--- src/rtl/twcsm_pkg.sv ---
package twcsm_pkg;

    // ------------------------------------------------------------
    // Serial mode field encodings
    // ------------------------------------------------------------
    localparam logic [2:0] MODE_OFF = 3'h0;
    localparam logic [2:0] MODE_SYNC = 3'h1;
    localparam logic [2:0] MODE_TWI = 3'h2;

    // ------------------------------------------------------------
    // Bit counts
    // ------------------------------------------------------------
    localparam logic [3:0] TWI_BITS = 4'h9;
    localparam logic [3:0] SYNC_BITS = 4'h8;
    localparam logic [3:0] DATA_BITS = 4'h8;
    localparam logic [3:0] OVR_BIT = 4'h7;

    // ------------------------------------------------------------
    // Reset values
    // ------------------------------------------------------------
    localparam logic [7:0] DIV_RST = 8'h00;
    localparam logic [7:0] TXBUF_RST = 8'h00;
    localparam logic [8:0] RXBUF_RST = 9'h000;
    localparam logic IDLE_LVL_RST = 1'b1;

    // ------------------------------------------------------------
    // Transfer sequencer
    // ------------------------------------------------------------
    typedef enum logic [1:0] {
        PH_IDLE = 2'b00,
        PH_RUN = 2'b01,
        PH_EXTRA = 2'b10
    } twcsm_phase_t;

    typedef struct packed {
        twcsm_phase_t phase;
        logic iclk;
        logic [7:0] div_cnt;
        logic tclk_prev;
        logic scl_prev;
        logic sda_prev;
        logic [3:0] bit_cnt;
        logic [8:0] tx_sh;
        logic [7:0] rx_sh;
        logic [7:0] tx_buf;
        logic empty;
        logic [8:0] rx_buf;
        logic rx_full;
        logic ovr_now;
        logic overrun;
        logic wait_hold;
        logic low_hold;
        logic hold9;
        logic idle_lvl;
        logic sda_bit;
        logic [7:0] dly;
        logic scl_oe;
        logic sda_oe;
        logic sda_out;
        logic clk_out;
        logic clk_oe;
        logic tx_irq;
        logic rx_irq;
        logic ack_irq;
        logic nack_irq;
        logic start_irq;
        logic stop_irq;
    } twcsm_state_t;

    localparam twcsm_state_t STATE_RST = '{
        phase: PH_IDLE,
        iclk: 1'b1,
        div_cnt: DIV_RST,
        tclk_prev: 1'b1,
        scl_prev: 1'b1,
        sda_prev: 1'b1,
        bit_cnt: 4'h0,
        tx_sh: 9'h000,
        rx_sh: 8'h00,
        tx_buf: TXBUF_RST,
        empty: 1'b1,
        rx_buf: RXBUF_RST,
        rx_full: 1'b0,
        ovr_now: 1'b0,
        overrun: 1'b0,
        wait_hold: 1'b0,
        low_hold: 1'b0,
        hold9: 1'b0,
        idle_lvl: IDLE_LVL_RST,
        sda_bit: 1'b1,
        dly: 8'hff,
        scl_oe: 1'b0,
        sda_oe: 1'b0,
        sda_out: 1'b0,
        clk_out: 1'b1,
        clk_oe: 1'b0,
        tx_irq: 1'b0,
        rx_irq: 1'b0,
        ack_irq: 1'b0,
        nack_irq: 1'b0,
        start_irq: 1'b0,
        stop_irq: 1'b0
    };

endpackage

--- src/rtl/twcsm_sync.sv ---
`timescale 1ns/1ps
module twcsm_sync #(
    parameter int WIDTH = 3
) (
    // Clock and reset
    input wire logic ref_clk,
    input wire logic reset_n,
    // Pin levels
    input wire logic [WIDTH-1:0] async_in,
    output logic [WIDTH-1:0] sync_out
);

    typedef struct packed {
        logic [WIDTH-1:0] meta;
        logic [WIDTH-1:0] stable;
    } twcsm_sync_state_t;

    twcsm_sync_state_t s_q;
    twcsm_sync_state_t s_d;

    // Idle bus lines are high, so reset to ones
    always_comb begin
        s_d = s_q;
        s_d.meta = async_in;
        s_d.stable = s_q.meta;
    end

    always_ff @(posedge ref_clk or negedge reset_n) begin
        if (!reset_n) begin
            s_q <= '1;
        end else begin
            s_q <= s_d;
        end
    end

    assign sync_out = s_q.stable;

endmodule

--- src/rtl/twcsm_core.sv ---
// Functional notes
// - Two-wire transfer clock with internal source is internal clock AND line
// - Wait hold keeps clock low after ninth fall
// - Stop releases clock line when enabled
// - Force-low drives clock line low anytime in two-wire mode
// - Phase hold lows clock after tenth fall
// - Data leaves MSB first, ninth is ack
// - Idle data level writable only when disabled
// - Output disable floats data line always
// - Ack mode 0 stores eight bits, ninth ack
// - Ack mode 1 layout, phase rewrites later
// - Ack value driven when enabled and condition output not selected
// - Ninth rising edge signals ack or nack in ack mode 0
// - Start reloads transmitter, holds data, keeps flag
// - Start resets receiver and sets wait hold
// - Synchronous mode: 8 bits, divide 2(n+1)
// - Transfer starts with enable, data, idle clock
// - Transmit and receive event timing
// - Seventh bit with full buffer flags overrun
// - Four clock phase and polarity choices
// - Start and stop condition detection
// - Clock synchronisation with the line clock
`timescale 1ns/1ps
module twcsm_core (
    // Clock and reset
    input wire logic ref_clk,
    input wire logic reset_n,
    // Mode selection
    input wire logic two_wire_mode_select,
    input wire logic [2:0] serial_mode_field,
    input wire logic clock_source_select,
    input wire logic [7:0] baud_divider,
    input wire logic clock_phase_bit,
    input wire logic clock_polarity_bit,
    input wire logic clock_sync_enable,
    // Clock line control
    input wire logic clock_force_low,
    input wire logic hold_after_ninth,
    input wire logic clock_release_on_stop,
    input wire logic clock_wait_hold_wr,
    input wire logic clock_wait_hold_wdata,
    // Data line control
    input wire logic [2:0] data_delay_field,
    input wire logic data_output_disable,
    input wire logic idle_level_wr,
    input wire logic idle_level_wdata,
    input wire logic ack_drive_enable,
    input wire logic ack_value_bit,
    input wire logic condition_output_select,
    // Transfer control
    input wire logic ack_interrupt_mode,
    input wire logic init_on_start_enable,
    input wire logic transmit_enable_bit,
    input wire logic receive_enable_bit,
    input wire logic transmit_irq_cause_select,
    // Buffers
    input wire logic tx_write,
    input wire logic [7:0] tx_wdata,
    input wire logic rx_read,
    input wire logic overrun_clear,
    // Status
    output logic buffer_empty_flag,
    output logic [8:0] receive_buffer,
    output logic receive_full,
    output logic overrun_flag,
    output logic clock_wait_hold,
    // Events
    output logic tx_irq,
    output logic rx_irq,
    output logic ack_irq,
    output logic nack_irq,
    output logic start_irq,
    output logic stop_irq,
    // Clock line pin, open drain
    input wire logic scl_in,
    output logic scl_out,
    output logic scl_oe,
    // Data line pin
    input wire logic sda_in,
    output logic sda_out,
    output logic sda_oe,
    // Synchronous mode clock pin
    input wire logic clk_in,
    output logic clk_out,
    output logic clk_oe
);

    // ------------------------------------------------------------
    // Helpers
    // ------------------------------------------------------------
    // Tap k holds the level k+1 cycles back: extra delay 2..8
    function automatic logic twcsm_tap(input logic [2:0] sel,
                                       input logic [7:0] pipe,
                                       input logic now);
        twcsm_tap = (sel == 3'h0) ? now : pipe[sel];
    endfunction

    function automatic logic twcsm_mode(input logic two,
                                        input logic [2:0] fld,
                                        input logic want_two,
                                        input logic [2:0] want);
        twcsm_mode = (two == want_two) && (fld == want);
    endfunction

    twcsm_pkg::twcsm_state_t s_q;
    twcsm_pkg::twcsm_state_t s_d;

    logic [2:0] pins_s;
    logic scl_s;
    logic sda_s;
    logic clk_s;
    logic twi;
    logic syn;
    logic pol;
    logic ph;
    logic ext;
    logic running;
    logic tn;
    logic rise;
    logic fall;
    logic smp;
    logic oute;
    logic start_c;
    logic stop_c;
    logic ackb;
    logic data_in;
    logic lvl_q;
    logic idle_ok;
    logic [3:0] width;

    logic fin;
    logic store;
    logic [8:0] store_val;
    logic [3:0] nb;
    logic lvl;
    logic dl;

    // ------------------------------------------------------------
    // Pin synchronisers
    // ------------------------------------------------------------
    twcsm_sync #(
        .WIDTH(3)
    ) u_sync (
        .ref_clk(ref_clk),
        .reset_n(reset_n),
        .async_in({clk_in, sda_in, scl_in}),
        .sync_out(pins_s)
    );

    assign scl_s = pins_s[0];
    assign sda_s = pins_s[1];
    assign clk_s = pins_s[2];

    // ------------------------------------------------------------
    // Decode
    // ------------------------------------------------------------
    assign twi = twcsm_mode(two_wire_mode_select, serial_mode_field,
                            1'b1, twcsm_pkg::MODE_TWI);
    assign syn = twcsm_mode(two_wire_mode_select, serial_mode_field,
                            1'b0, twcsm_pkg::MODE_SYNC);
    assign pol = syn && clock_polarity_bit;
    assign ph = syn && clock_phase_bit;
    assign ext = clock_source_select;
    assign running = (s_q.phase != twcsm_pkg::PH_IDLE);
    assign width = twi ? twcsm_pkg::TWI_BITS : twcsm_pkg::SYNC_BITS;

    // Clock normalised to idle high; twi with internal source uses the wired AND
    assign tn = ext ? (twi ? scl_s : (clk_s ^ pol))
                    : (twi ? (s_q.iclk & scl_s) : s_q.iclk);
    assign rise = tn && !s_q.tclk_prev;
    assign fall = !tn && s_q.tclk_prev;
    assign smp = ph ? fall : rise;
    assign oute = ph ? rise : fall;
    assign start_c = twi && scl_s && s_q.scl_prev
                     && s_q.sda_prev && !sda_s;
    assign stop_c = twi && scl_s && s_q.scl_prev
                    && !s_q.sda_prev && sda_s;
    assign ackb = (!condition_output_select && ack_drive_enable)
                  ? ack_value_bit : 1'b1;
    // Synchronous receive data shares the clock line pin
    assign data_in = twi ? sda_s : scl_s;
    assign lvl_q = running ? s_q.sda_bit : s_q.idle_lvl;
    assign idle_ok = !ext || tn;

    // ------------------------------------------------------------
    // Next state
    // ------------------------------------------------------------
    always_comb begin
        s_d = s_q;
        fin = 1'b0;
        store = 1'b0;
        store_val = 9'h000;
        nb = s_q.bit_cnt + 4'h1;
        lvl = 1'b1;
        dl = 1'b1;
        s_d.tx_irq = 1'b0;
        s_d.rx_irq = 1'b0;
        s_d.ack_irq = 1'b0;
        s_d.nack_irq = 1'b0;
        s_d.start_irq = 1'b0;
        s_d.stop_irq = 1'b0;
        s_d.tclk_prev = tn;
        s_d.scl_prev = scl_s;
        s_d.sda_prev = sda_s;

        if (rx_read) begin
            s_d.rx_full = 1'b0;
        end
        if (overrun_clear) begin
            s_d.overrun = 1'b0;
        end
        if (clock_wait_hold_wr) begin
            s_d.wait_hold = clock_wait_hold_wdata;
        end
        if (idle_level_wr && twcsm_mode(two_wire_mode_select,
                serial_mode_field, 1'b1, twcsm_pkg::MODE_OFF)) begin
            s_d.idle_lvl = idle_level_wdata;
        end
        if (!hold_after_ninth) begin
            s_d.hold9 = 1'b0;
        end

        // --------------------------------------------------------
        // Internal clock divider, half period n+1 cycles
        // --------------------------------------------------------
        if (running && !ext) begin
            if (twi && clock_sync_enable && s_q.iclk
                    && s_q.scl_prev && !scl_s) begin
                s_d.iclk = 1'b0;
                s_d.div_cnt = baud_divider;
            end else if (!(twi && clock_sync_enable
                    && s_q.iclk && !scl_s)) begin
                if (s_q.div_cnt == 8'h00) begin
                    s_d.iclk = !s_q.iclk;
                    s_d.div_cnt = baud_divider;
                end else begin
                    s_d.div_cnt = s_q.div_cnt - 8'h01;
                end
            end
        end

        // --------------------------------------------------------
        // Transfer sequencer
        // --------------------------------------------------------
        unique case (s_q.phase)
            twcsm_pkg::PH_IDLE: begin
                if ((twi || syn) && transmit_enable_bit && !s_q.empty
                        && idle_ok) begin
                    s_d.phase = twcsm_pkg::PH_RUN;
                    s_d.bit_cnt = 4'h0;
                    s_d.tx_sh = {s_q.tx_buf, ackb};
                    s_d.rx_sh = 8'h00;
                    s_d.ovr_now = 1'b0;
                    s_d.empty = 1'b1;
                    s_d.tx_irq = !transmit_irq_cause_select;
                    s_d.iclk = 1'b1;
                    s_d.div_cnt = baud_divider;
                    s_d.sda_bit = lvl_q;
                    if (ph) begin
                        // Delayed phase presents the first bit early
                        s_d.sda_bit = s_q.tx_buf[7];
                        s_d.tx_sh = {s_q.tx_buf[6:0], ackb, 1'b0};
                    end
                end
            end
            twcsm_pkg::PH_RUN: begin
                if (smp && s_q.bit_cnt < width) begin
                    s_d.bit_cnt = nb;
                    if (nb <= twcsm_pkg::DATA_BITS) begin
                        s_d.rx_sh = {s_q.rx_sh[6:0], data_in};
                    end
                    if (nb == twcsm_pkg::OVR_BIT && s_d.rx_full
                            && receive_enable_bit) begin
                        s_d.overrun = 1'b1;
                        s_d.ovr_now = 1'b1;
                    end
                    if (twi && nb == twcsm_pkg::TWI_BITS) begin
                        if (!ack_interrupt_mode) begin
                            s_d.nack_irq = data_in;
                            s_d.ack_irq = !data_in;
                            store = 1'b1;
                            store_val = {data_in, s_q.rx_sh};
                        end else if (clock_phase_bit
                                && receive_enable_bit) begin
                            s_d.rx_buf = {data_in, s_q.rx_sh};
                        end
                    end
                    if (syn && !ph && nb == twcsm_pkg::SYNC_BITS) begin
                        fin = 1'b1;
                    end
                end
                if (oute) begin
                    if (s_q.bit_cnt == width) begin
                        if (twi) begin
                            s_d.low_hold = s_q.wait_hold;
                            s_d.sda_bit = 1'b1;
                        end
                        if (twi && clock_phase_bit) begin
                            s_d.phase = twcsm_pkg::PH_EXTRA;
                        end else begin
                            fin = 1'b1;
                        end
                    end else begin
                        s_d.sda_bit = s_q.tx_sh[8];
                        s_d.tx_sh = {s_q.tx_sh[7:0], 1'b0};
                        if (twi && ack_interrupt_mode
                                && s_q.bit_cnt == twcsm_pkg::DATA_BITS)
                                begin
                            store = 1'b1;
                            store_val = {s_q.rx_sh[0], 1'b0,
                                         s_q.rx_sh[7:1]};
                        end
                    end
                end
            end
            twcsm_pkg::PH_EXTRA: begin
                if (oute) begin
                    s_d.hold9 = hold_after_ninth;
                    fin = 1'b1;
                end
            end
            default: begin
                s_d.phase = twcsm_pkg::PH_IDLE;
            end
        endcase

        if (fin) begin
            s_d.phase = twcsm_pkg::PH_IDLE;
            s_d.iclk = 1'b1;
            s_d.tx_irq = transmit_irq_cause_select;
            if (syn) begin
                store = 1'b1;
                store_val = {1'b0, s_d.rx_sh};
            end
        end

        // Overrun suppresses the receive event
        if (store && receive_enable_bit) begin
            s_d.rx_buf = store_val;
            s_d.rx_full = 1'b1;
            s_d.rx_irq = !s_d.ovr_now;
        end

        // --------------------------------------------------------
        // Bus conditions; set of wait hold wins over software
        // --------------------------------------------------------
        if (start_c) begin
            s_d.start_irq = 1'b1;
            if (init_on_start_enable) begin
                s_d.phase = twcsm_pkg::PH_RUN;
                s_d.bit_cnt = 4'h0;
                s_d.tx_sh = {s_q.tx_buf, ackb};
                s_d.sda_bit = lvl_q;
                s_d.rx_sh = 8'h00;
                s_d.ovr_now = 1'b0;
                s_d.wait_hold = 1'b1;
                s_d.iclk = 1'b1;
                s_d.div_cnt = baud_divider;
                s_d.low_hold = 1'b0;
                s_d.hold9 = 1'b0;
            end
        end
        if (stop_c) begin
            s_d.stop_irq = 1'b1;
            s_d.phase = twcsm_pkg::PH_IDLE;
            s_d.iclk = 1'b1;
            if (clock_release_on_stop) begin
                s_d.low_hold = 1'b0;
                s_d.hold9 = 1'b0;
            end
        end
        if (!s_d.wait_hold) begin
            s_d.low_hold = 1'b0;
        end

        // A write in the load cycle still counts as fresh data
        if (tx_write) begin
            s_d.tx_buf = tx_wdata;
            s_d.empty = 1'b0;
        end

        // --------------------------------------------------------
        // Pin drivers
        // --------------------------------------------------------
        lvl = (s_d.phase != twcsm_pkg::PH_IDLE) ? s_d.sda_bit
                                                : s_d.idle_lvl;
        s_d.dly = {s_q.dly[6:0], lvl};
        dl = twcsm_tap(data_delay_field, s_q.dly, lvl);
        s_d.sda_out = 1'b0;
        if (data_output_disable) begin
            s_d.sda_oe = 1'b0;
        end else if (syn) begin
            s_d.sda_oe = 1'b1;
            s_d.sda_out = dl;
        end else begin
            s_d.sda_oe = two_wire_mode_select && !dl;
        end
        s_d.scl_oe = twi && (clock_force_low
                     || s_d.low_hold
                     || s_d.hold9
                     || (s_d.phase != twcsm_pkg::PH_IDLE
                         && !ext && !s_d.iclk));
        s_d.clk_out = s_d.iclk ^ pol;
        s_d.clk_oe = syn && !ext;
    end

    always_ff @(posedge ref_clk or negedge reset_n) begin
        if (!reset_n) begin
            s_q <= twcsm_pkg::STATE_RST;
        end else begin
            s_q <= s_d;
        end
    end

    // ------------------------------------------------------------
    // Outputs
    // ------------------------------------------------------------
    // Open drain clock line never drives high
    assign scl_out = 1'b0;
    assign scl_oe = s_q.scl_oe;
    assign sda_out = s_q.sda_out;
    assign sda_oe = s_q.sda_oe;
    assign clk_out = s_q.clk_out;
    assign clk_oe = s_q.clk_oe;
    assign buffer_empty_flag = s_q.empty;
    assign receive_buffer = s_q.rx_buf;
    assign receive_full = s_q.rx_full;
    assign overrun_flag = s_q.overrun;
    assign clock_wait_hold = s_q.wait_hold;
    assign tx_irq = s_q.tx_irq;
    assign rx_irq = s_q.rx_irq;
    assign ack_irq = s_q.ack_irq;
    assign nack_irq = s_q.nack_irq;
    assign start_irq = s_q.start_irq;
    assign stop_irq = s_q.stop_irq;

endmodule

--- config.mk ---
export PLATFORM = sky130hd
export DESIGN_NAME = twcsm_core
export DESIGN_NICKNAME = d
export VERILOG_FILES = /design/src/rtl/twcsm_pkg.sv /design/src/rtl/twcsm_sync.sv /design/src/rtl/twcsm_core.sv
export SDC_FILE = /design/constraint.sdc
export NUM_CORES = 1
export LEC_CHECK = 0
export BUFFER_PORTS_ARGS = -buffer_cell sky130_fd_sc_hd__buf_2
export CAP_MARGIN = 20
export CELL_PAD_IN_SITES_DETAIL_PLACEMENT = 1
export CELL_PAD_IN_SITES_GLOBAL_PLACEMENT = 1
export CORE_MARGIN = 1
export CORE_UTILIZATION = 25
export CTS_BUF_LIST = sky130_fd_sc_hd__clkbuf_8
export DETAILED_ROUTE_END_ITERATION = 8
export GPL_TIMING_DRIVEN = 1
export PLACE_DENSITY_LB_ADDON = 0.15
export SLEW_MARGIN = 25
export SYNTH_ARGS = -nofsm -noshare
export SYNTH_HDL_FRONTEND = slang
export SYNTH_SLANG_ARGS = --single-unit
--- constraint.sdc ---
create_clock -name ref_clk -period 3.9 [get_ports ref_clk]
set_input_delay 0.585 -clock ref_clk [delete_from_list [all_inputs] [get_ports ref_clk]]
set_output_delay 0.585 -clock ref_clk [all_outputs]
set_load 0.01 [all_outputs]
==> metrics.yaml, run 1 <==
routing:
  ant_nets: 0
  detail_route.first_pass.iterations: 4
  drt-wirelength-per-cell_um: 17.46
  drt_iter0_drc: 176
  vias: 4399
  routed_wl_um: 15320
  viasPerCell: 5.016
  drc: 0
cts:
  cts_buffers: 9
  postCtsSetupRepairBufs: 0
  clk_pin_slew_ns: 0.10
  root_buffer: "clkbuf_8"
  cts.repair.resized: 0
  clock_latency_ns: 0.39
  htree_levels: 3
  clockBufferDepth: 2
  ctsHoldBuffers: 0
  cts_sinks: 86
  cts_tree: "built"
die:
  core.rowCount: 51
  die_area_um2: 20500
  pin_count: 76
  initial_core_util: 0.2552
  core_area_um2: 19530
  die_w_um: 143.2
  die_y_um: 143.2
logic_synthesis:
  synthesis.area_um2: 4984
  synth_ff_type: "dfrtp_1"
  syn-num-nets: 600
  synth_area_leaders: "dfrtp_1 32%, dfstp_2 12%, nor2_1 4.7%, a21oi_1 4.6%, nand2_1 3.9%"
  synth_edf_count: 0
  ys_warn_count: 0
  avgSynthCellArea_um2: 9.263
  syn-instance-count: 538
  yosysUniqueCellTypes: 81
  synthArstFlopShare: 1.000
  ys_seq_area_frac: 0.4374
  synth_largest_area_cell: "dfrtp_1"
  synth_top_area_frac: 0.3214
  ys_ff_latch: 86
sta:
  worst_hold_slack_ns: 0.1959
  tns_ns: 0
  fmaxAchievable_mhz: 302.3
  post-route-period-util: 0.8483
  clock_skew_ns: 0.01789
  hold_viol: 0
  rsz0062_at_grt: "false"
  drv_slew: 0
  maxSlewHeadroom: 0.4077
  setup_viol: 0
  finalCriticalPeriod_ns: 3.308
  tightest_slew_ns: 0.8812
finish:
  nFillCells: 2354
  fin_nets: 669
  drive_gt1_frac: 0.2582
  final_core_util: 0.2996
  final_cells: 877
  diodes: 0
  area_growth_pct: 17.37
hold_path:
  hp-class: "in2async"
global_routing:
  grt_max_degree: 76
  grt_pass1_vias: 4678
  overflow: 0
  antenna_found_initial: 0
  grt_pass1_wl_um: 25070
  track_usage: 0.1603
power:
  p_leak_nw: 2.462
  p_total_w: 0.002792
  vdd_ir_drop_max_v: 0.0001610
  pwr_density_cell_nw_per_um2: 477.3
worst_setup_path:
  cp.required_ns: 4.17
  crit_path_end_kind: "flop"
  crit_chain: "buf_2 -> nand4bb_1 -> inv_1 -> ha_1 -> nor4bb_1 -> buf_4 -> a32oi_1 -> o211ai_4 -> a32o_1 -> nor2_1 -> a221o_1"
  slowest_stage: "o211ai_4"
  max_stage_delay_ns: 0.51
  worstPathMaxFanout: 19
  crit_arrival_ns: 3.58
  crit_type: "in2reg"
  cp-start-kind: "primary input"
placed_design:
  numPortBuffers: 74
  dp_cells: 861
  post-dp-hpwl_um: 11420
  routabilityCongestion: 0.8297
status:
  status: "finished, final reports clean"
run:
  cap_violations: 0
## final timing paths
| check | from | depth (start not counted) | slack (ns) | end |
|---|---|---|---|---|
| max in group asynchronous | reset_n | 2 | 2.99 | s_q[63]$_DFF_PN0_ |
| min in group ref_clk | scl_in | 1 | 0.29 | u_sync.s_d[0]$_DFF_PN1_ |
| min | reset_n | 1 | 0.20 | s_q[71]$_DFF_PN0_ |
| max reg2reg | s_q[62]$_DFF_PN0_ | 9 | 0.59 | receive_buffer[2]$_DFFE_PN0P_ |
| max | serial_mode_field[2] | 11 | 0.59 | receive_buffer[2]$_DFFE_PN0P_ |
| min reg2reg | u_sync.s_d[2]$_DFF_PN1_ | 0 | 0.36 | u_sync.sync_out[2]$_DFF_PN1_ |
## worst max-delay path: cells and delay by family
kind | cells | cell delay, ns
AOI/OAI and AO/OA | 4 | 1.35
and+or+nand+nor | 3 | 0.84
buffers and inverters | 3 | 0.52
adders and majority gates | 1 | 0.27
## cells by family after synthesis
logic type | count (synthesis) | share of synthesized area
xor+xnor | 2 | 0.003516
compound gates | 165 | 0.2335
mux | 18 | 0.04268
other cells | 1 | 0.0007525
flops | 86 | 0.4374
fa+ha+maj | 11 | 0.02762
simple gates | 198 | 0.2014
buf+inv | 57 | 0.05322
## where the power goes
part           switching [W]  leakage (nW)  internal, W
logic               0.000460          1.29     0.000365
clock network       0.000339         0.109     0.000308
registers           0.000184          1.06      0.00114
total               0.000983          2.46      0.00181
## metal layers
| metal | vias to the layer above | wire length (um) | global-route usage |
|---|---|---|---|
| met4 | 0 | 353 | 0.06508 |
| met2 | 65 | 7180 | 0.2668 |
| met1 | 2194 | 7374 | 0.2062 |
| li1 | 2118 | - | - |
| met5 | - | 0 | 0 |
| met3 | 22 | 407 | 0.02549 |
## final cells by class
| type | count | area (um2) | share of cell area |
|---|---|---|---|
| clock buffer | 10 | 137.6 | 0.02353 |
| clock inverter | 6 | 56.30 | 0.009626 |
| inverter | 21 | 78.83 | 0.01348 |
| multi-input combinational | 395 | 2539 | 0.4340 |
| sequential | 86 | 2180 | 0.3726 |
| tap | 265 | 331.6 | 0.05668 |
| timing repair buffer | 94 | 526.8 | 0.09005 |
## layout by cell type, fill, tap and decap left out, drive strengths merged, types with 4 or more instances in the layout
cell	n
mux2i	4
nor2b	5
ha	11
clkbuf	10
o211ai	11
buf	94
dfstp	22
nor3	10
mux2	13
a31oi	8
a211oi	4
and2	6
nand2	52
a21boi	4
o221a	4
o21ai	25
a221o	6
a22oi	11
nand4	16
clkinv	4
dfrtp	64
inv	22
or3	6
a21oi	47
nor4	7
a21o	4
nand2b	6
nor2	62
nor3b	5
a221oi	9
nand3	8
## synth_stat cells (all sizes together) (11+ instances only)
master and count:
dfrtp 64, nor2 62, nand2 52, a21oi 47
o21ai 25, dfstp 22, inv 20, clkbuf 19
buf 17, nand4 16, mux2 13, a22oi 11
ha 11, o211ai 11
## per-stage QoR
| step | area [um2] | worst slack (ns) |
|---|---|---|
| 2_1_floorplan | 4984 | 0.6525 |
| 3_3_place_gp | 5652 | 0.3909 |
| 3_5_place_dp | 5652 | 0.2609 |
| 4_1_cts | 5846 | 0.6295 |
| 5_1_grt | 5849 | 0.4404 |
| 6_report | 5849 | 0.5918 |
## state kept, by name (all words and copies together), names as in the netlist, 3 cells and up
| name | count |
|---|---|
| s_q | 49 |
| receive_buffer | 9 |
| s_d | 7 |
| u_sync.s_d | 3 |
| u_sync.sync_out | 3 |
No activity file was read; power rests on OpenSTA's default activity.
==> run 2: changes to the inputs <==
Settings changed: ABC_AREA from default to 1.
Clock period 3.9 ns to 2.7 ns, I/O delays scaled along.
==> run 2 against run 1 <==
  * Register-to-register slack lost 0.38 ns
  * Sequential power grew 37%
  * Sequential share of layout area shrank 1.8 points
  * Clock-buffer cell count shrank 1
  * Area after synthesis grew 0.20%
  * Critical path depth grew 9
  * Clock power grew 47%
  * Hold slack lost 0.080 ns
==> metrics.yaml, run 2 <==
status:
  status: "finished, final reports clean"
routing:
  drt-wirelength-per-cell_um: 15.56  # -11%
  drt_iter0_drc: 128  # -27%
  drc: 0  # unchanged
  ant_nets: 0  # unchanged
  detail_route.first_pass.iterations: 4  # unchanged
  viasPerCell: 4.601  # -8.3%
  vias: 4624  # +5.1%
  routed_wl_um: 15640  # +2.1%
sta:
  rsz0062_at_grt: "false"
  drv_slew: 0  # unchanged
  setup_viol: 0  # unchanged
  fin_ws_ns: 0.2144  # -0.3773 ns
  finalCriticalPeriod_ns: 2.486
  clock_skew_ns: 0.01388  # -0.004014 ns
  hold_viol: 0  # unchanged
  post-route-period-util: 0.9206
  fmaxAchievable_mhz: 402.3
power:
  p_int_w: 0.002713  # +50%
  p_sw_w: 0.001822  # +85%
  vdd_ir_drop_max_v: 0.0002361  # +47%
  switching_share: 0.4018  # +0.04975
  p_comb_frac: 0.391  # +0.096
  pwr_density_cell_nw_per_um2: 738.9  # +55%
  p_leak_nw: 3.099  # +26%
  p_clk_frac: 0.209  # -0.023
  seqPwrFrac: 0.399  # -0.074
finish:
  final_core_util: 0.3144  # +0.01480
  area_growth_pct: 22.93
  final_cell_mix: "117 x nand2_1, 91 x inv_1, 73 x buf_2"
  final_common_cell: "nand2_1"
  fin_nets: 797  # +19%
  final_cells: 1005  # +15%
  regMostFlops: "s_q"
  drive_gt1_frac: 0.2811  # +0.02291
  largest_reg_flops: 49  # unchanged
  diodes: 0  # unchanged
logic_synthesis:
  synth_edf_count: 0  # unchanged
  synth_area_leaders: "dfrtp_1 32%, dfstp_2 12%, nand2_1 8.9%, inv_1 6.9%, o21ai_0 6.9%"
  synth_top_area_frac: 0.3207  # -0.0006442
  syn-num-nets: 692  # +15%
  synthesis.area_um2: 4994  # +0.20%
  synth_largest_area_cell: "dfrtp_1"
  synthArstFlopShare: 1.000  # unchanged
  synth_common_cells: "119 x nand2_1, 92 x inv_1, 69 x o21ai_0, 64 x dfrtp_1, 46 x nand3_1"
  synth_ff_type: "dfrtp_1"
  yosysUniqueCellTypes: 51  # -37%
  synth.most_common_cell: "nand2_1"
  ys_warn_count: 0  # unchanged
  syn-instance-count: 630  # +17%
  avgSynthCellArea_um2: 7.926  # -14%
  ys_ff_latch: 86  # unchanged
  ys_seq_area_frac: 0.4365  # -0.0008767
run:
  cap_violations: 0  # unchanged
global_routing:
  track_usage: 0.1628  # +0.002558
  grt_pass1_vias: 4897  # +4.7%
  antenna_found_initial: 0  # unchanged
  grt_max_degree: 56  # -26%
  grt_pass1_wl_um: 25590  # +2.0%
  overflow: 0  # unchanged
worst_setup_path:
  worstPathMaxFanout: 8  # -11
  cp.required_ns: 2.97  # -1.20 ns
  r2r_start: "u_sync.sync_out[0]$_DFF_PN1_"
  cp-start-kind: "flop"
  crit_chain: "inv_1 -> nand4_1 -> nand2_1 -> inv_2 -> nand2_2 -> nand2_2 -> nand3_2 -> nand2_4 -> nand3_2 -> nand2_2 -> inv_2 -> nand2_1 -> nand2_2 -> nand2_4 -> nor2_8 -> buf_4 -> nand2_1 -> o21ai_0 -> o21ai_1 -> o21ai_1"
  crit_top_cell: "nand2_2"
  max_stage_delay_ns: 0.57  # +0.06 ns
  reg2reg_depth: 20  # +11
  crit_path_end_kind: "flop"
  crit_type: "reg2reg"
  rr_endpoint: "receive_buffer[1]$_DFFE_PN0P_"
  crit_arrival_ns: 2.75  # -0.83 ns
  slowest_stage: "dfstp_2"
  r2r_slack_ns: 0.21  # -0.38 ns
placed_design:
  dp_cells: 980  # +14%
  routabilityCongestion: 0.8840  # +6.5%
  numPortBuffers: 74  # unchanged
  post-dp-hpwl_um: 12190  # +6.8%
  dpl_worst_slack_ns: -0.03211  # -0.2930 ns
cts:
  root_buffer: "clkbuf_8"
  htree_levels: 3  # unchanged
  clk_pin_slew_ns: 0.09  # about the same
  clockBufferDepth: 2  # unchanged
  cts_tree: "built"
  cts_sinks: 86  # unchanged
  cts_buffers: 9  # unchanged
  clock_latency_ns: 0.38  # about the same
die:
  core.rowCount: 51  # unchanged
  die_y_um: 143.3  # about the same
  pin_count: 76  # unchanged
  core_area_um2: 19530  # unchanged
  initial_core_util: 0.2557  # +0.0005126
  die_area_um2: 20540  # +0.20%
  die_w_um: 143.3  # about the same
hold_path:
  hp-class: "in2reg"
  min_to: "u_sync.s_d[2]$_DFF_PN1_"
  hold_depth: 1
  min-delay-start: "clk_in"
## run 2: cell types whose count changed after synthesis, moves of 7 or more
cell / delta
nand3_1: +38
mux2_2: -11
nor2_1: -30
clkbuf_1: -12
nand2_2: +7
a21oi_1: -13
o21ai_0: +45
inv_1: +72
a22oi_1: -10
nand2_1: +67
inv_2: +12
## run 2: repair_timing
action                                  4_1_cts  5_1_grt
buffers inserted                              0        8
endpoints found under the hold margin        30        0
endpoints found under the setup margin        0       14
hold buffers                                  1        0
resized for setup                             0       11
## run 2: how the worst max path moves through the flow
stage / from / end
finish: u_sync.sync_out[0]$_DFF_PN1_ / receive_buffer[1]$_DFFE_PN0P_
global placement: two_wire_mode_select / sda_out$_DFF_PN0_
CTS: u_sync.sync_out[0]$_DFF_PN1_ / sda_oe$_DFF_PN0_
detailed placement: two_wire_mode_select / sda_out$_DFF_PN0_
floorplan: two_wire_mode_select / receive_buffer[2]$_DFFE_PN0P_
global route: u_sync.sync_out[0]$_DFF_PN1_ / sda_oe$_DFF_PN0_
## run 2: area by class of cell
| cell class | instances | area [um2] |
|---|---|---|
| clock inverters | 7 | 72.57 |
| fillers | 2420 | 13390 |
| well taps | 265 | 331.6 |
| clock buffers | 9 | 123.9 |
| repair buffers | 114 | 700.7 |
| inverters | 107 | 406.6 |
| flip-flops and latches | 86 | 2180 |
| multi-input cells | 417 | 2323 |
## run 2: critical path: cells and delay by family, from the launching register on
family | cells | cell delay [ns]
buf+inv | 4 | 0.35
simple gates | 13 | 1.07
flops | 1 | 0.57
compound gates | 3 | 0.36
## run 2: logic make-up after synthesis
group                      share of synthesized area
xor gates and xnor gates                    0.005263
AOI/OAI and AO/OA                             0.1714
muxes                                       0.006264
adders and majority gates                    0.02756
other                                      0.0007510
DFF                                           0.4365
and+or+nand+nor                               0.2478
buffers and inverters                         0.1045
## run 2: routing by layer
layer,wire (um),vias to the layer above,global-route usage
met2,7672,71,0.2832
met4,227,0,0.04703
li1,-,2278,-
met3,502,15,0.02799
met5,0,-,0
met1,7238,2260,0.2062
## run 2: through the flow
step	hold slack, ns	total power [W]	instance area, um2	setup TNS [ns]
3_5_place_dp	0.3495	0.003587	5838	-0.06367
4_1_cts	0.08794	0.004568	6045	0
5_1_grt	0.08224	0.004909	6138	0
3_3_place_gp	0.3475	0.003536	5838	0
6_report	0.1157	0.004536	6138	0
2_1_floorplan	0.1094	0.002911	4994	0
## run 2: power groups by stage
| stage | combinational [W] | clock [W] | sequential, W |
|---|---|---|---|
| detailed placement | 0.00175 | 0 | 0.00184 |
| global placement | 0.00170 | 0 | 0.00183 |
| global route | 0.00201 | 0.00104 | 0.00185 |
| finish | 0.00178 | 0.000949 | 0.00181 |
| CTS | 0.00176 | 0.000997 | 0.00182 |
| floorplan | 0.00112 | 0 | 0.00179 |
==> run 3: changes to the inputs <==
Settings changed: ABC_AREA 1 to 0, SYNTH_HIERARCHICAL from default to 1.
==> run 3 against run 2 <==
  * Register-to-register slack worse by 0.17 ns
  * Clock skew decreased by 0.0051 ns
  * Via count down 3.6%
  * Wire length increased by 1.5%
  * Sequential cell count is the same
  * Critical path type unchanged
  * Die area fell by 4.0%
  * Utilization up 3.5 points
  * Power grew 2.7%
  * Combinational power hardly changed
==> metrics.yaml, run 3 <==
finish:
  regMostFlops: "s_q"
  drive_gt1_frac: 0.4209  # +0.1398
  final_cell_mix: "97 x buf_4, 73 x buf_2, 65 x nand2_1"
  final_common_cell: "buf_4"
  final_cells: 904  # -10%
  nFillCells: 2187  # -9.6%
  fin_nets: 727  # -8.8%
  multiInputGateArea_um2: 2620  # +13%
  regArea_um2: 2181  # about the same
  largest_reg_flops: 49  # unchanged
  diodes: 0  # unchanged
  area_growth_pct: 36.67
routing:
  drc: 0  # unchanged
  vias: 4456  # -3.6%
  drt-wirelength-per-cell_um: 17.56  # +13%
  drt_iter0_drc: 184  # +44%
  detail_route.first_pass.iterations: 5  # +1
  ant_nets: 0  # unchanged
  viasPerCell: 4.929  # +7.1%
  routed_wl_um: 15870  # +1.5%
cts:
  clockBufferDepth: 2  # unchanged
  htree_levels: 3  # unchanged
  clk_pin_slew_ns: 0.09  # about the same
  cts_tree: "built"
  clock_latency_ns: 0.38  # about the same
  cts_sinks: 86  # unchanged
  root_buffer: "clkbuf_8"
  cts_buffers: 9  # unchanged
  ctsHoldBuffers: 0  # -1
sta:
  rsz0062_at_grt: "true"
  tightest_slew_ns: 0.5592
  drv_slew: 0  # unchanged
  hold_viol: 0  # unchanged
  clock_skew_ns: 0.008810  # -0.005070 ns
  fmaxAchievable_mhz: 376.9  # -6.3%
  maxSlewHeadroom: 0.6272
  fin_ws_ns: 0.04684  # -0.1676 ns
  finalCriticalPeriod_ns: 2.653  # +0.1676 ns
  setup_viol: 0  # unchanged
  post-route-period-util: 0.9827  # +0.06207
placed_design:
  dp_cells: 887  # -9.5%
  routabilityCongestion: 0.8728  # -1.3%
  numPortBuffers: 74  # unchanged
  post-dp-hpwl_um: 12210  # +0.14%
  dpl_worst_slack_ns: -0.5202  # -0.4881 ns
worst_setup_path:
  worstPathMaxFanout: 5  # -3
  cp.required_ns: 2.97  # about the same
  crit_path_end_kind: "flop"
  crit_arrival_ns: 2.92  # +0.17 ns
  r2r_slack_ns: 0.05  # -0.17 ns
  cp-start-kind: "flop"
  crit_type: "reg2reg"
logic_synthesis:
  synth.mux.area_fraction: 0.05067  # +0.04440
  syn-num-nets: 572  # -17%
  synth-compound-area-share: 0.2045  # +0.03311
  ys_ff_latch: 86  # unchanged
  synthAdderAreaFrac: 0.02873  # +0.001166
  ys_seq_area_frac: 0.4549  # +0.01847
  synthesis.area_um2: 4791  # -4.1%
  syn-instance-count: 510  # -19%
  synthXorXnorAreaFrac: 0.005484  # +0.0002226
  yosysUniqueCellTypes: 70  # +37%
  synth-simple-area-share: 0.2011  # -0.04671
  synth_common_cells: "66 x nand2_1, 65 x nor2_1, 64 x dfrtp_1, 33 x a21oi_1, 25 x inv_1"
  synth_area_leaders: "dfrtp_1 33%, dfstp_2 12%, nand2_1 5.2%, nor2_1 5.1%, a21oi_1 3.4%"
  synth_ff_type: "dfrtp_1"
  synth_largest_area_cell: "dfrtp_1"
  ys_warn_count: 6  # +6
  synth_top_area_frac: 0.3343  # +0.01357
  synth_top_family_by_area: "compound AO/OA/AOI/OAI gates"
  synth_edf_count: 0  # unchanged
  synth.most_common_cell: "nand2_1"
  synthArstFlopShare: 1.000  # unchanged
  avgSynthCellArea_um2: 9.394  # +19%
die:
  die_w_um: 140.4  # -2.0%
  die_y_um: 140.4  # -2.0%
  die_area_um2: 19720  # -4.0%
  core.rowCount: 50  # -2.0%
  initial_core_util: 0.2553  # -0.0004683
  core_area_um2: 18770  # -3.9%
  pin_count: 76  # unchanged
global_routing:
  track_usage: 0.1697  # +0.006860
  grt_pass1_vias: 4843  # -1.1%
  grt_max_degree: 48  # -14%
  overflow: 0  # unchanged
  antenna_found_initial: 0  # unchanged
  grt_pass1_wl_um: 25920  # +1.3%
hold_path:
  hp-class: "in2async"
power:
  pwr_density_cell_nw_per_um2: 711.5  # -3.7%
  p_leak_nw: 3.000  # -3.2%
  vdd_ir_drop_max_v: 0.0002343  # -0.77%
status:
  status: "finished, final reports clean"
run:
  cap_violations: 0  # unchanged
## run 3: cell types whose count changed in the layout (fill, tap and decap cells not counted), moves of 8 or more
cell / previous run / this run
nor2_1: 29 / 60
nand3_1: 45 / 11
o21ai_0: 69 / 21
buf_4: 38 / 97
nand2_2: 9 / 1
nand2_1: 117 / 65
inv_2: 12 / 2
nand4_1: 10 / 0
mux2_2: 1 / 12
a222oi_1: 0 / 9
o211ai_1: 15 / 0
inv_1: 91 / 23
## run 3: repair_timing
item / in CTS / in global routing
endpoints found under the setup margin: 12 / 25
buffers inserted: 2 / 0
hold endpoints to repair: 0 / 0
pin swaps: 10 / 10
cloned: 0 / 0
gates resized for setup: 25 / 20
## run 3: worst max-delay path, stage by stage (launching register included)
cell and delay [ns]:
dfrtp_2 0.45, inv_2 0.10, ha_4 0.13, or3b_4 0.38, a21oi_4 0.16, nand2_1 0.07
or4_4 0.57, a41oi_4 0.28, buf_6 0.15, nor2_1 0.05, a2111oi_2 0.20
## run 3: layout make-up
class	count	area share
Multi-Input combinational cell	367	0.4002
Tap cell	234	0.04472
Inverter	27	0.01663
Sequential cell	86	0.3331
Timing Repair Buffer	174	0.1752
Clock buffer	9	0.01892
Clock inverter	7	0.01127
## run 3: final timing paths
| kind | startpoint | to | depth (start not counted) |
|---|---|---|---|
| max in group asynchronous | reset_n | s_q[19]$_DFF_PN1_ | 2 |
| min in group ref_clk | scl_in | u_sync/s_d[0]$_DFF_PN1_ | 1 |
| hold reg to reg | u_sync/s_d[2]$_DFF_PN1_ | u_sync/sync_out[2]$_DFF_PN1_ | 0 |
| hold / removal | reset_n | s_q[74]$_DFF_PN0_ | 1 |
| setup / recovery | s_q[62]$_DFF_PN0_ | receive_buffer[0]$_DFFE_PN0P_ | 10 |
| setup reg to reg | s_q[62]$_DFF_PN0_ | receive_buffer[0]$_DFFE_PN0P_ | 10 |
## run 3: report_power, final
group / switching (W) / internal (W)
Combinational: 0.000941 / 0.000866
Clock: 0.000511 / 0.000429
Sequential: 0.000263 / 0.00165
## run 3: cell families after synthesis
family,after synthesis
AO/OA/AOI/OAI,135
XOR/XNOR,3
adder cells (fa/ha/maj),11
buffers and inverters,57
flip-flops,86
multiplexers,21
other,1
AND/OR/NAND/NOR,196
## run 3: metrics by stage
step / cell area (um2) / utilization / hold WS, ns / power, W / setup TNS (ns)
floorplan: 4871 / - / 0.1094 / 0.002830 / -0.3170
global placement: 6127 / 0.3265 / 0.3458 / 0.003576 / -6.768
detailed placement: 6127 / 0.3265 / 0.3475 / 0.003645 / -8.034
CTS: 6454 / 0.3439 / 0.01243 / 0.004691 / -0.6997
global route: 6548 / 0.3489 / 0.04292 / 0.005020 / -0.3960
finish: 6548 / 0.3489 / 0.009735 / 0.004659 / 0
## run 3: layer usage
layer	routed length, um	GRT usage
met1	7443	0.2189
met2	7706	0.2874
met3	501	0.02769
met4	218	0.05726
met5	0	0
